File: config.mk
export PLATFORM = sky130hd
export DESIGN_NAME = rtcm_host
export DESIGN_NICKNAME = d
export VERILOG_FILES = /design/src/rtcm_pkg.sv /design/src/rtcm_fifo.sv /design/src/rtcm_host.sv
export SDC_FILE = /design/constraint.sdc
export NUM_CORES = 1
export LEC_CHECK = 0
export BUFFER_PORTS_ARGS = -buffer_cell sky130_fd_sc_hd__buf_4
export CAP_MARGIN = 25
export CORE_MARGIN = 2
export CORE_UTILIZATION = 62
export DETAILED_ROUTE_END_ITERATION = 16
export PLACE_DENSITY_LB_ADDON = 0.08
export SYNTH_ARGS = -nofsm -noshare
export SYNTH_HDL_FRONTEND = slang
export SYNTH_SLANG_ARGS = --single-unit
File: constraint.sdc
create_clock -name clk_sys -period 4 [get_ports clk_sys]
set_input_delay 0.6 -clock clk_sys [delete_from_list [all_inputs] [get_ports clk_sys]]
set_output_delay 0.6 -clock clk_sys [all_outputs]
set_load 0.005 [all_outputs]
File: src/rtcm_pkg.sv
// Package: constants and types of the RTC two-wire bus controller
package rtcm_pkg;

  // ----------------------------------------------------------------------
  // Bus addressing
  // ----------------------------------------------------------------------
  localparam logic [6:0] RTCM_SLV_ADDR = 7'h68;
  localparam logic RTCM_DIR_WR = 1'b0;
  localparam logic RTCM_DIR_RD = 1'b1;
  localparam logic [3:0] RTCM_ACK_BIT = 4'h8;

  // ----------------------------------------------------------------------
  // Timing: system clock and bus clock, in ns, and derived counts
  // ----------------------------------------------------------------------
  localparam int RTCM_CLK_NS = 100;
  localparam int RTCM_SCL_NS = 10000;
  // Each bus bit is four quarters; a least time, so round up
  localparam int RTCM_QTR_CYC = (RTCM_SCL_NS / 4 + RTCM_CLK_NS - 1) /
                                RTCM_CLK_NS;

  // ----------------------------------------------------------------------
  // Sizes
  // ----------------------------------------------------------------------
  localparam int RTCM_DATA_W = 8;
  localparam int RTCM_LEN_W = 6;
  localparam int RTCM_FIFO_DEPTH = 32;

  // ----------------------------------------------------------------------
  // Types
  // ----------------------------------------------------------------------
  typedef struct packed {
    logic rd;
    logic ptr_en;
    logic [7:0] ptr;
    logic [RTCM_LEN_W-1:0] len;
  } rtcm_cmd_s;

  typedef enum logic [2:0] {
    S_IDLE, S_START, S_BYTE, S_LOAD, S_STOP
  } rtcm_state_e;

  typedef enum logic [2:0] {
    ST_WADDR, ST_PTR, ST_WDATA, ST_RADDR, ST_RDATA
  } rtcm_stage_e;

endpackage : rtcm_pkg

File: src/rtcm_fifo.sv
// Module: write-data FIFO between the user and the bus controller
`timescale 1ns/100ps
module rtcm_fifo #(
  parameter int W = 8,
  parameter int DEPTH = 32
) (
  // Clock and control
  input wire logic clk_sys,
  input wire logic rst,
  input wire logic ce,
  // Filling side
  input wire logic in_valid,
  output logic in_ready,
  input wire logic [W-1:0] in_data,
  // Draining side
  output logic out_valid,
  input wire logic out_ready,
  output logic [W-1:0] out_data
);
  localparam int AW = $clog2(DEPTH);

  logic [W-1:0] mem [DEPTH];
  logic [AW:0] wp_ff;
  logic [AW:0] rp_ff;
  logic [AW:0] cnt_ff;
  logic in_rdy_ff;
  logic out_vld_ff;

  // --------------------------------------------------------------------
  // Handshakes and occupancy
  // --------------------------------------------------------------------
  wire push = ce && in_valid && in_rdy_ff;
  wire pop = ce && out_ready && out_vld_ff;
  wire [AW:0] nxt_cnt = cnt_ff + {{AW{1'b0}}, push} - {{AW{1'b0}}, pop};
  assign in_ready = in_rdy_ff;
  assign out_valid = out_vld_ff;
  assign out_data = mem[rp_ff[AW-1:0]];

  // Storage has no reset; only pointers define validity
  always_ff @(posedge clk_sys) begin
    if (push) begin
      mem[wp_ff[AW-1:0]] <= in_data;
    end
  end

  // Pointers and registered full/empty flags
  always_ff @(posedge clk_sys) begin
    if (rst) begin
      wp_ff <= '0;
      rp_ff <= '0;
      cnt_ff <= '0;
      in_rdy_ff <= 1'b1;
      out_vld_ff <= 1'b0;
    end else if (ce) begin
      wp_ff <= wp_ff + {{AW{1'b0}}, push};
      rp_ff <= rp_ff + {{AW{1'b0}}, pop};
      cnt_ff <= nxt_cnt;
      in_rdy_ff <= nxt_cnt != (AW+1)'(DEPTH);
      out_vld_ff <= nxt_cnt != '0;
    end
  end
endmodule : rtcm_fifo

File: src/rtcm_host.sv
// Module: two-wire bus master that reads and writes the RTC registers
`timescale 1ns/100ps
module rtcm_host
  import rtcm_pkg::*;
#(
  parameter int QTR_CYC = RTCM_QTR_CYC,
  parameter int FIFO_DEPTH = RTCM_FIFO_DEPTH
) (
  // Clock, reset, enable
  input wire logic clk_sys,
  input wire logic rst,
  input wire logic ce,
  // Command port
  input wire logic cmd_valid,
  output logic cmd_ready,
  input wire rtcm_cmd_s cmd,
  // Write data stream
  input wire logic wr_valid,
  output logic wr_ready,
  input wire logic [RTCM_DATA_W-1:0] wr_data,
  // Read data and status
  output logic rd_valid,
  output logic [RTCM_DATA_W-1:0] rd_data,
  output logic done,
  output logic nack_err,
  // Bus pins, open drain
  output logic scl_o,
  output logic scl_oe,
  input wire logic sda_i,
  output logic sda_o,
  output logic sda_oe
);

  // --------------------------------------------------------------------
  // Declarations
  // --------------------------------------------------------------------
  rtcm_state_e state_ff;
  rtcm_stage_e stage_ff;
  rtcm_cmd_s cmd_ff;
  logic [11:0] qcnt_ff;
  logic [1:0] qtr_ff;
  logic [3:0] bit_ff;
  logic [7:0] sh_ff;
  logic [RTCM_LEN_W-1:0] left_ff;
  logic tx_ff;
  logic ack_ff;
  logic sda_m_ff;
  logic sda_s_ff;
  logic cmd_ready_ff;
  logic rd_valid_ff;
  logic [RTCM_DATA_W-1:0] rd_data_ff;
  logic done_ff;
  logic nack_ff;
  logic scl_oe_ff;
  logic sda_oe_ff;
  logic scl_o_ff;
  logic sda_o_ff;
  logic fifo_valid;
  logic fifo_wr_ready;
  logic [RTCM_DATA_W-1:0] fifo_data;

  // Address byte: seven-bit address above the direction bit
  function automatic logic [7:0] addr_byte(input logic rd);
    addr_byte = {RTCM_SLV_ADDR, rd ? RTCM_DIR_RD : RTCM_DIR_WR};
  endfunction : addr_byte

  // --------------------------------------------------------------------
  // Decoded conditions
  // --------------------------------------------------------------------
  wire running = (state_ff != S_IDLE) && (state_ff != S_LOAD);
  wire tick = ce && running && (qcnt_ff == 12'(QTR_CYC - 1));
  wire in_byte = state_ff == S_BYTE;
  wire ack_phase = bit_ff == RTCM_ACK_BIT;
  wire last_rd = left_ff == RTCM_LEN_W'(1);
  wire byte_end = tick && in_byte && qtr_ff == 2'd3 && ack_phase;
  wire fifo_pop = ce && state_ff == S_LOAD && fifo_valid;
  wire accept = cmd_valid && cmd_ready_ff;
  // Drive low on a zero data bit, or as ACK on all but the last read
  wire nxt_sda_oe = ack_phase ? (!tx_ff && !last_rd)
                              : (tx_ff && !sh_ff[7]);

  assign cmd_ready = cmd_ready_ff;
  assign rd_valid = rd_valid_ff;
  assign rd_data = rd_data_ff;
  assign done = done_ff;
  assign nack_err = nack_ff;
  assign scl_o = scl_o_ff;
  assign scl_oe = scl_oe_ff;
  assign sda_o = sda_o_ff;
  assign sda_oe = sda_oe_ff;

  // --------------------------------------------------------------------
  // Write data buffer; a full buffer stalls the user stream
  // --------------------------------------------------------------------
  rtcm_fifo #(
    .W(RTCM_DATA_W),
    .DEPTH(FIFO_DEPTH)
  ) u_fifo (
    .clk_sys(clk_sys),
    .rst(rst),
    .ce(ce),
    .in_valid(wr_valid),
    .in_ready(fifo_wr_ready),
    .in_data(wr_data),
    .out_valid(fifo_valid),
    .out_ready(fifo_pop),
    .out_data(fifo_data)
  );
  assign wr_ready = fifo_wr_ready;

  // SDA comes from the pin; two flops before any use
  always_ff @(posedge clk_sys) begin
    if (rst) begin
      sda_m_ff <= 1'b1;
      sda_s_ff <= 1'b1;
    end else if (ce) begin
      sda_m_ff <= sda_i;
      sda_s_ff <= sda_m_ff;
    end
  end

  // Quarter-bit divider; SCL is made here, the device never holds it
  always_ff @(posedge clk_sys) begin
    if (rst || (ce && !running)) begin
      qcnt_ff <= '0;
      qtr_ff <= '0;
    end else if (tick) begin
      qcnt_ff <= '0;
      qtr_ff <= qtr_ff + 2'd1;
    end else if (ce) begin
      qcnt_ff <= qcnt_ff + 12'd1;
    end
  end

  // Sequencer: changes out of START, BYTE and STOP land on a quarter-3 tick; leaving IDLE and LOAD waits for no tick
  always_ff @(posedge clk_sys) begin
    if (rst) begin
      state_ff <= S_IDLE;
      stage_ff <= ST_WADDR;
      cmd_ff <= '0;
      bit_ff <= '0;
      sh_ff <= '0;
      left_ff <= '0;
      tx_ff <= 1'b1;
      ack_ff <= 1'b0;
      cmd_ready_ff <= 1'b0;
      rd_valid_ff <= 1'b0;
      rd_data_ff <= '0;
      done_ff <= 1'b0;
      nack_ff <= 1'b0;
      scl_oe_ff <= 1'b0;
      sda_oe_ff <= 1'b0;
      scl_o_ff <= 1'b0;
      sda_o_ff <= 1'b0;
    end else if (ce) begin
      rd_valid_ff <= 1'b0;
      done_ff <= 1'b0;
      nack_ff <= 1'b0;
      case (state_ff)
        S_IDLE: begin
          scl_oe_ff <= 1'b0;
          sda_oe_ff <= 1'b0;
          cmd_ready_ff <= !accept;
          if (accept) begin
            cmd_ff <= cmd;
            // A read of zero bytes is taken as one byte
            left_ff <= (cmd.rd && cmd.len == '0) ? RTCM_LEN_W'(1) : cmd.len;
            // Without a pointer the read starts at the device's counter
            stage_ff <= (cmd.rd && !cmd.ptr_en) ? ST_RADDR
                                                : ST_WADDR;
            state_ff <= S_START;
          end
        end
        S_START: begin
          if (tick) begin
            case (qtr_ff)
              2'd0: sda_oe_ff <= 1'b0;
              2'd1: scl_oe_ff <= 1'b0;
              2'd2: sda_oe_ff <= 1'b1;
              default: begin
                scl_oe_ff <= 1'b1;
                sh_ff <= addr_byte(stage_ff == ST_RADDR);
                tx_ff <= 1'b1;
                bit_ff <= '0;
                state_ff <= S_BYTE;
              end
            endcase
          end
        end
        S_BYTE: begin
          if (tick) begin
            case (qtr_ff)
              2'd0: sda_oe_ff <= nxt_sda_oe;
              2'd1: scl_oe_ff <= 1'b0;
              2'd2: begin
                if (ack_phase) begin
                  ack_ff <= !sda_s_ff;
                end else begin
                  sh_ff <= {sh_ff[6:0], sda_s_ff};
                end
              end
              default: begin
                scl_oe_ff <= 1'b1;
                if (!ack_phase) begin
                  bit_ff <= bit_ff + 4'd1;
                end
              end
            endcase
          end
          // Byte finished: choose the next byte or close the frame
          if (byte_end) begin
            bit_ff <= '0;
            case (stage_ff)
              ST_WADDR: begin
                if (!ack_ff) begin
                  nack_ff <= 1'b1;
                  state_ff <= S_STOP;
                end else begin
                  sh_ff <= cmd_ff.ptr;
                  stage_ff <= ST_PTR;
                end
              end
              ST_PTR: begin
                if (!ack_ff) begin
                  nack_ff <= 1'b1;
                  state_ff <= S_STOP;
                end else if (cmd_ff.rd) begin
                  stage_ff <= ST_RADDR;
                  state_ff <= S_START;
                end else if (left_ff == '0) begin
                  state_ff <= S_STOP;
                end else begin
                  stage_ff <= ST_WDATA;
                  state_ff <= S_LOAD;
                end
              end
              ST_WDATA: begin
                left_ff <= left_ff - RTCM_LEN_W'(1);
                if (!ack_ff) begin
                  nack_ff <= 1'b1;
                  state_ff <= S_STOP;
                end else if (left_ff == RTCM_LEN_W'(1)) begin
                  state_ff <= S_STOP;
                end else begin
                  state_ff <= S_LOAD;
                end
              end
              ST_RADDR: begin
                if (!ack_ff) begin
                  nack_ff <= 1'b1;
                  state_ff <= S_STOP;
                end else begin
                  stage_ff <= ST_RDATA;
                  tx_ff <= 1'b0;
                end
              end
              default: begin
                rd_valid_ff <= 1'b1;
                rd_data_ff <= sh_ff;
                left_ff <= left_ff - RTCM_LEN_W'(1);
                if (last_rd) begin
                  state_ff <= S_STOP;
                end
              end
            endcase
          end
        end
        S_LOAD: begin
          // SCL stays low while waiting for the user's next byte
          if (fifo_valid) begin
            sh_ff <= fifo_data;
            tx_ff <= 1'b1;
            bit_ff <= '0;
            state_ff <= S_BYTE;
          end
        end
        default: begin
          if (tick) begin
            case (qtr_ff)
              2'd0: sda_oe_ff <= 1'b1;
              2'd1: scl_oe_ff <= 1'b0;
              2'd2: sda_oe_ff <= 1'b0;
              default: begin
                done_ff <= 1'b1;
                cmd_ready_ff <= 1'b1;
                state_ff <= S_IDLE;
              end
            endcase
          end
        end
      endcase
    end
  end
endmodule : rtcm_host

==> results.json, run 1 <==
{
  "outcome": "finished, final reports clean",
  "crit_arrival_ns": 3.72,
  "seq_area_frac_synth": 0.648,
  "async_flop_share": 0,
  "worst_ir_drop_vdd_mv": 0.469,
  "period_share": 0.836,
  "hold_path.class": "primary input to flop",
  "initial_core_util": 0.627,
  "dp_hpwl_mm": 19.8,
  "p_sw_frac": 0.208,
  "core_area_um2": 23300,
  "p_switching_mw": 1.57,
  "critPathMaxStageDelay_ns": 0.49,
  "fmax_mhz": 299,
  "synthTopCellsByArea": "edfxtp_1, dfxtp_1, mux4_2",
  "critPathTopFamily": "simple AND/OR/NAND/NOR gates",
  "via_per_inst": 6.13,
  "ys_types": 64,
  "timing.hold.ws_ns": 0.314,
  "synth_ff_type": "edfxtp_1",
  "cts.clk_slew.worst_paths_ns": 0.06,
  "final_common_cell": "edfxtp_1",
  "gp_congestion": 0.906,
  "antenna_cells": 0,
  "worst_slack_ns": 0.656,
  "pwr-share-seq": 0.517,
  "final_nets": 1105,
  "worstPathMaxFanout": 13,
  "via_count": 8590,
  "yosys_warnings": 0,
  "die_h_um": 157,
  "p_int_mw": 5.95,
  "grt_max_degree": 64,
  "fin_crit_ns": 3.34,
  "powerDensity_nw_per_um2": 459,
  "drv_slew": 0,
  "fin_worst_skew_ns": 0.0212,
  "routed_wl_mm": 30.7,
  "crit_path_top_delay_cell": "a2111oi_0",
  "comb_power_share": 0.041,
  "routedWlPerCell_um": 21.9,
  "worst-path-buf-inv": 3,
  "max-slew-margin-rel": 0.371,
  "drive_above_1_share": 0.182,
  "setup_viol": 0,
  "cp.required_ns": 4.38,
  "overflow": 0,
  "cts.sinks": 344,
  "postCtsResizedCells": 0,
  "power_frac_clock": 0.442,
  "clkLatencyLatePin_ns": 0.53,
  "worstMarginPinSlew_ns": 0.944,
  "die_area_um2": 24800,
  "io_pins": 47,
  "hold_buffers": 0,
  "route.detailed.drc": 0,
  "synth_seq_cells": 344,
  "num_rows": 56,
  "maxCapViolations": 0,
  "cts_root_buf": "clkbuf_16",
  "cts_buffer_depth": 3,
  "power.leakage_nw": 5.28,
  "numPortBuffers": 44,
  "drt_iter0_drc": 659,
  "cts_buffers": 36,
  "firstDrtPassIters": 7,
  "postCtsSetupRepairBufs": 0,
  "ant_nets": 0,
  "grt_pass1_vias": 8633,
  "htreeDepth": 2,
  "rsz0062_at_grt": "no",
  "timing_hold_violations_final": 0,
  "worstSetupStartpointType": "flop",
  "synthCells": 1013,
  "grtUsageTotal": 0.256,
  "end_kind": "flop",
  "tns_ns": 0,
  "synth_top_cell_area_share": 0.527,
  "avgSynthCellArea_um2": 14.4,
  "p_total_mw": 7.52,
  "syn2layout_area_growth_pct": 12.2,
  "final_cell_mix": "edfxtp_1, nor2_1, dfxtp_1, mux4_2, buf_4",
  "critPathKind": "flop to flop",
  "crit_chain": "buf_4 -> inv_1 -> nor2_1 -> nand2_1 -> nor2_1 -> ha_1 -> inv_1 -> ha_1 -> a21o_1 -> a21o_1 -> a2111oi_0 -> nor3_1 -> nor4_1 -> o21ai_0",
  "synth_top_area_cell": "edfxtp_1",
  "antenna_found_initial": 0,
  "synth_edf_count": 256,
  "cts_tree": "done",
  "syn_area_um2": 14600,
  "die_width_um": 157,
  "grt_pass1_wl_mm": 47.5,
  "pre_cts_slack_ns": 0.668,
  "utilization": 0.704
}
Yosys cell counts (all sizes together), types with 4 or more instances:
library cell    n
mux2i          36
o31ai           7
mux2            9
nand3          18
a32oi           4
a211oi         20
nor2b          12
nor4           13
buf            25
clkbuf         31
o21ai          26
nand3b         10
inv            25
mux4           64
dfxtp          88
or3             6
ha             20
and3            9
a21oi          37
o22ai          12
edfxtp        256
xnor2           7
nand2b         10
a31oi           7
nor2          109
nor3           21
a21o           10
xor2           15
nand2          55
and4            5
nand4          11
power by group through the flow:
stage / Combinational [mW] / Clock [mW] / Sequential [mW]
after global placement: 0.303 / 0 / 3.96
after CTS: 0.311 / 3.37 / 3.89
after detailed placement: 0.310 / 0 / 3.96
final: 0.310 / 3.32 / 3.89
after floorplan: 0.196 / 0 / 3.96
after global routing: 0.348 / 3.50 / 3.89
area by class of cell:
type	instances	area (um2)
Sequential cell	344	9460
Fill cell	1578	6890
Clock buffer	46	960
Inverter	25	93.8
Tap cell	319	399
Clock inverter	20	218
Multi-Input combinational cell	589	4780
Timing Repair Buffer	58	460
final timing paths:
kind                                  start               to  slack [ns]  depth (start not counted)
worst max-delay path            state_ff[0]  u_fifo.in_ready        0.66                         14
worst min-delay path                  sda_i         sda_m_ff        0.31                          3
worst max register to register  state_ff[0]  u_fifo.in_ready        0.66                         14
worst min register to register   rd_data[4]       rd_data[4]        0.45                          2
worst reg2reg max path, stage by stage (launching register included):
cell       delay (ns)
dfxtp_1          0.31
buf_4            0.18
inv_1            0.10
nor2_1           0.15
nand2_1          0.25
nor2_1           0.23
ha_1             0.22
inv_1            0.06
ha_1             0.29
a21o_1           0.17
a21o_1           0.20
a2111oi_0        0.49
nor3_1           0.16
nor4_1           0.27
o21ai_0          0.13
metrics by stage:
step | instance area [um2] | instances
2_1_floorplan | 14600 | 1014
3_3_place_gp | 15200 | 1335
3_5_place_dp | 15200 | 1335
4_1_cts | 16400 | 1401
5_1_grt | 16400 | 1401
6_report | 16400 | 1401
cells by family after synthesis:
logic type      after synthesis  synth area share
flops                       344             0.648
mux                         109             0.130
buf+inv                      81            0.0248
fa+ha+maj                    21            0.0185
compound gates              140            0.0623
simple gates                295             0.103
other cells                   1          0.000257
xor+xnor                     22            0.0132
metal layers:
metal	part of all wire	GRT usage	wire length, um
met1	0.41	0.336	12500
met2	0.50	0.431	15400
met3	0.057	0.0399	1750
met4	0.033	0.104	1020
met5	0	0	0
state kept, by name, indices dropped and copies added (netlist names), 2 cells and up, named ones only:
name and flops:
u_fifo.mem 256, qcnt_ff 12, cmd_ff 9, rd_data 8, sh_ff 8, left_ff 6, u_fifo.cnt_ff 6, u_fifo.rp_ff 5
u_fifo.wp_ff 5, bit_ff 4, stage_ff 3, state_ff 3, qtr_ff 2
Power figures use the tool's default switching activity.
==> run 2, diff against run 1 <==
--- a/config.mk
+++ b/config.mk
@@ -5,6 +5,7 @@
 export SDC_FILE = /design/constraint.sdc
 export NUM_CORES = 1
 export LEC_CHECK = 0
+export ABC_AREA = 1
 export BUFFER_PORTS_ARGS = -buffer_cell sky130_fd_sc_hd__buf_4
 export CAP_MARGIN = 25
 export CORE_MARGIN = 2
==> constraint.sdc (replaced) <==
create_clock -name clk_sys -period 3.28 [get_ports clk_sys]
set_input_delay 0.492 -clock clk_sys [delete_from_list [all_inputs] [get_ports clk_sys]]
set_output_delay 0.492 -clock clk_sys [all_outputs]
set_load 0.005 [all_outputs]
==> results.json, run 2 <==
{
  "r2r-start": "state_ff[0]",
  "fin_crit_ns": 2.83,
  "muxShareOfSynthArea": 0,
  "cts.sinks": 344,
  "timing_hold_violations_final": 0,
  "end_kind": "flop",
  "final_nets": 1676,
  "hold_depth": 3,
  "r2r_cells": 15,
  "drive_above_1_share": 0.109,
  "htreeDepth": 2,
  "cts.clk_slew.worst_paths_ns": 0.06,
  "postCtsSetupRepairBufs": 0,
  "crit_chain": "inv_1 -> nor2_2 -> nand2_2 -> nor3_1 -> ha_1 -> inv_1 -> ha_1 -> inv_1 -> fa_1 -> o21ai_0 -> xor2_1 -> inv_1 -> nand4_1 -> nand2_1 -> nand3_1",
  "grt_max_degree": 129,
  "routed_wl_mm": 35.4,
  "cp.required_ns": 3.75,
  "cp_common_cell": "inv_1",
  "cts_root_buf": "clkbuf_16",
  "async_flop_share": 0,
  "rsz0062_at_grt": "no",
  "worstPathMaxFanout": 4,
  "dp_hpwl_mm": 21.6,
  "synth_top_area_cell": "edfxtp_1",
  "multi_input_area_um2": 5020,
  "synth_edf_count": 256,
  "critPathMaxStageDelay_ns": 0.43,
  "routedWlPerCell_um": 17.9,
  "yosys_warnings": 0,
  "powerDensity_nw_per_um2": 579,
  "power.leakage_nw": 6.51,
  "setup_viol": 0,
  "ant_nets": 0,
  "cts_buffer_depth": 3,
  "critPathTopFamily": "adder cells",
  "seq_area_um2": 9450,
  "io_pins": 47,
  "synth-simple-area-share": 0.254,
  "synth.most_common_cell": "nand2_1",
  "overflow": 0,
  "via_count": 11200,
  "worstSetupStartpointType": "flop",
  "synth_top_family_by_area": "simple AND/OR/NAND/NOR gates",
  "whs_endpoint": "cmd_ff[13]",
  "n_fill_cell": 1855,
  "die_area_um2": 25900,
  "ys_types": 48,
  "final_common_cell": "nand2_1",
  "worstMarginPinSlew_ns": 0.817,
  "maxCapViolations": 0,
  "synth_seq_cells": 344,
  "cts_tree": "done",
  "syn2layout_area_growth_pct": 11.8,
  "synthXorXnorAreaFrac": 0.00690,
  "r2r_end": "u_fifo.in_ready",
  "hold_start": "cmd[13]",
  "synth_ff_type": "edfxtp_1",
  "antenna_found_initial": 0,
  "yosys-top-cells-count": "nand2_1, nand3_1, edfxtp_1, nor2_1, inv_1",
  "num_rows": 57,
  "outcome": "finished, final reports clean",
  "via_per_inst": 5.68,
  "avgSynthCellArea_um2": 9.68,
  "fin_worst_skew_ns": 0.0134,
  "fmax_mhz": 353,
  "final_cell_mix": "nand2_1, nand3_1, edfxtp_1, nor2_1, inv_1",
  "route.detailed.drc": 0,
  "grt_pass1_wl_mm": 57.1,
  "utilization": 0.703,
  "tns_ns": 0,
  "antenna_cells": 0,
  "grt_pass1_vias": 10900,
  "hold_path.class": "primary input to flop",
  "die_h_um": 161,
  "worst_ir_drop_vdd_mv": 0.462,
  "gp_congestion": 0.862,
  "postCtsResizedCells": 0,
  "initial_core_util": 0.629,
  "synth_top_cell_area_share": 0.504,
  "die_width_um": 161,
  "firstDrtPassIters": 5,
  "drv_slew": 0,
  "synth_fa_ha_area_frac": 0.0177,
  "synthTopCellsByArea": "edfxtp_1, dfxtp_1, nand2_1",
  "syn_area_um2": 15200,
  "crit_path_top_delay_cell": "fa_1",
  "largest_register_ffs": 256,
  "period_share": 0.862,
  "cts_buffers": 35,
  "synthCells": 1574,
  "numPortBuffers": 44,
  "crit_arrival_ns": 3.30,
  "critPathKind": "flop to flop",
  "seq_area_frac_synth": 0.620,
  "grtUsageTotal": 0.280,
  "hold_buffers": 0,
  "clkLatencyLatePin_ns": 0.53,
  "core_area_um2": 24200,
  "max-slew-margin-rel": 0.455,
  "drt_iter0_drc": 1289,
  "reg2reg_slack_ns": 0.45,
  "synth_compound_area_frac": 0.0499,
  "worst-path-buf-inv": 4
}
-- run 2: changes by cell type after synthesis, moves of 12 or more --
cell      change
nand2_1     +374
nand3_1     +244
inv_1        +69
mux4_2       -64
mux2i_1      -36
o21ai_0      +33
a21oi_1      +21
nor2_1       +21
a211oi_1     -18
buf_1        +12
nor2b_1      -12
o22ai_1      -12
-- run 2: cells by family after synthesis --
group | count (synthesis)
other cells | 1
simple gates | 876
compound gates | 138
fa+ha+maj | 21
buf+inv | 182
flops | 344
xor+xnor | 12
-- run 2: through the flow --
step	power [mW]	instance area, um2	instances	hold WS [ns]	setup WS [ns]
after global placement	6.24	16000	1912	0.435	0.555
final	9.87	17000	1975	0.192	0.451
after global routing	10.3	17000	1975	0.196	0.112
after floorplan	5.92	15200	1575	0.429	0.235
after detailed placement	6.27	16000	1912	0.439	0.456
after CTS	9.90	17000	1975	0.188	0.451
-- run 2: cell type report --
class                   count  area share
clock inverters            17     0.00529
well taps                 324      0.0238
repair buffers             92      0.0427
clock buffers              46      0.0559
flip-flops and latches    344       0.555
inverters                 103      0.0231
multi-input cells        1049       0.295
-- run 2: worst register-to-register path: stages, from the launching register on --
cell and delay, ns:
dfxtp_1 0.39, inv_1 0.07, nor2_2 0.14, nand2_2 0.15, nor3_1 0.29, ha_1 0.30
inv_1 0.06, ha_1 0.16, inv_1 0.06, fa_1 0.43, o21ai_0 0.25, xor2_1 0.19
inv_1 0.06, nand4_1 0.10, nand2_1 0.06, nand3_1 0.08
-- run 2: how the worst max path moves through the flow --
stage / from / to / slack [ns] / cells after the start
after CTS: state_ff[0] / u_fifo.out_valid / 0.45 / 15
after global placement: state_ff[0] / u_fifo.out_valid / 0.56 / 15
after floorplan: ce / u_fifo.out_valid / 0.24 / 16
final: state_ff[0] / u_fifo.in_ready / 0.45 / 15
after detailed placement: state_ff[0] / u_fifo.out_valid / 0.46 / 15
after global routing: state_ff[0] / u_fifo.out_valid / 0.11 / 15
-- run 2: report_power, final --
part	internal (mW)	total (mW)	switching, mW
Clock	2.05	3.67	1.62
Combinational	0.418	1.30	0.879
Sequential	4.79	4.90	0.110
Total	7.26	9.87	2.61
-- run 2: metal layers --
metal | track usage | wire length (um) | part of all wire
met5 | 0 | 0 | 0
met4 | 0.0840 | 822 | 0.023
met3 | 0.0436 | 3030 | 0.086
met2 | 0.443 | 16400 | 0.46
met1 | 0.406 | 15100 | 0.43
==> run 3, diff against run 2 <==
--- a/config.mk
+++ b/config.mk
@@ -12,6 +12,7 @@
 export CORE_UTILIZATION = 62
 export DETAILED_ROUTE_END_ITERATION = 16
 export PLACE_DENSITY_LB_ADDON = 0.08
+export RECOVER_POWER = 100
 export SYNTH_ARGS = -nofsm -noshare
 export SYNTH_HDL_FRONTEND = slang
 export SYNTH_SLANG_ARGS = --single-unit
==> results.json, run 3 (synthesis gave the netlist of run 2 again) <==
{
  "outcome": "finished with violations",
  "violations": "capacitance limit, slew limit",
  "n_fill_cell": 1909,
  "die_width_um": 161,
  "antenna_found_initial": 0,
  "critPathKind": "primary input to flop",
  "syn2layout_area_growth_pct": 10.4,
  "cts_buffer_depth": 3,
  "fin_worst_skew_ns": 0.0114,
  "hold_buffers": 0,
  "period_share": 0.896,
  "tns_ns": 0,
  "htreeDepth": 2,
  "cts.clk_slew.worst_paths_ns": 0.06,
  "maxCapViolations": 8,
  "worst_ir_drop_vdd_mv": 0.462,
  "crit_arrival_ns": 3.34,
  "drt_iter0_drc": 1385,
  "drv_slew": 262,
  "largest_register_ffs": 256,
  "seq_area_um2": 9450,
  "firstDrtPassIters": 5,
  "rsz0062_at_grt": "no",
  "final_cell_mix": "nand2_1, nand3_1, edfxtp_1, nor2_1, inv_1",
  "via_per_inst": 5.69,
  "gp_congestion": 0.862,
  "timing_hold_violations_final": 0,
  "io_pins": 47,
  "route.detailed.drc": 0,
  "end_kind": "flop",
  "dp_hpwl_mm": 21.6,
  "antenna_cells": 0,
  "cp.required_ns": 3.68,
  "worstSetupStartpointType": "primary input",
  "powerDensity_nw_per_um2": 583,
  "grt_pass1_wl_mm": 57.1,
  "worstMarginPinSlew_ns": 1.77,
  "setup_viol": 0,
  "p_total_mw": 9.81,
  "numPortBuffers": 44,
  "drive_above_1_share": 0.0757,
  "fin_crit_ns": 2.94,
  "max-slew-margin-rel": -0.178,
  "die_h_um": 161,
  "cts_root_buf": "clkbuf_16",
  "ant_nets": 0,
  "cts_tree": "done",
  "clkLatencyLatePin_ns": 0.52,
  "initial_core_util": 0.629,
  "overflow": 0,
  "grt_max_degree": 129,
  "cts_buffers": 35,
  "grtUsageTotal": 0.280,
  "postCtsResizedCells": 0,
  "postCtsSetupRepairBufs": 0,
  "power.leakage_nw": 6.31,
  "multi_input_area_um2": 4960,
  "hold_path.class": "primary input to flop",
  "fmax_mhz": 340,
  "final_nets": 1676,
  "via_count": 11200,
  "final_common_cell": "nand2_1",
  "routedWlPerCell_um": 17.8,
  "cts.sinks": 344,
  "routed_wl_mm": 35.2,
  "num_rows": 57,
  "die_area_um2": 25900,
  "worstPathMaxFanout": 30,
  "grt_pass1_vias": 10900,
  "core_area_um2": 24200
}
-- run 3: cell types whose count changed in the layout (fill, tap and decap cells not counted), moves of 3 or more --
| cell | before | now |
|---|---|---|
| nand2_1 | 429 | 432 |
| clkbuf_1 | 8 | 52 |
| clkbuf_4 | 1 | 16 |
| buf_4 | 89 | 29 |
-- run 3: power by group --
part	switching [mW]	total (mW)	internal (mW)
Combinational	0.856	1.25	0.397
Sequential	0.107	4.90	4.80
Clock	1.60	3.66	2.05
Total	2.57	9.81	7.24
-- run 3: layout make-up --
| cell class | count | share of cell area |
|---|---|---|
| Sequential cell | 344 | 0.562 |
| Multi-Input combinational cell | 1049 | 0.295 |
| Clock buffer | 46 | 0.0566 |
| Timing Repair Buffer | 92 | 0.0333 |
| Tap cell | 324 | 0.0241 |
| Inverter | 103 | 0.0234 |
| Clock inverter | 17 | 0.00536 |
-- run 3: worst max-delay path: stages --
cell	delay [ns]
clkbuf_1	1.25
inv_1	0.78
clkbuf_2	0.49
o21ai_0	0.24
a21oi_1	0.07
-- run 3: path summary, 6_finish.rpt --
kind | cells past startpoint | end | start | slack [ns]
hold / removal | 3 | cmd_ff[13] | cmd[13] | 0.20
hold reg to reg | 2 | rd_data[7] | rd_data[7] | 0.45
setup / recovery | 5 | rd_data[6] | rst | 0.34
setup reg to reg | 13 | state_ff[2] | qcnt_ff[1] | 0.41
-- run 3: metal layers --
layer  routed length (um)  up-vias  GRT usage
li1                     -     5436          -
met1                15500     5364      0.406
met2                16400      371      0.443
met3                 2510       60     0.0436
met4                  803        0     0.0840
met5                    0        -          0
-- run 3: metrics by stage --
stage           util  worst slack, ns  instance area (um2)  std cells  hold slack, ns
3_3_place_gp   0.660            0.555                16000       1912           0.435
4_1_cts        0.703            0.451                17000       1975           0.188
2_1_floorplan      -            0.235                15200       1575           0.429
3_5_place_dp   0.660            0.456                16000       1912           0.439
6_report       0.694            0.340                16800       1975           0.197
5_1_grt        0.694            0.105                16800       1975           0.196
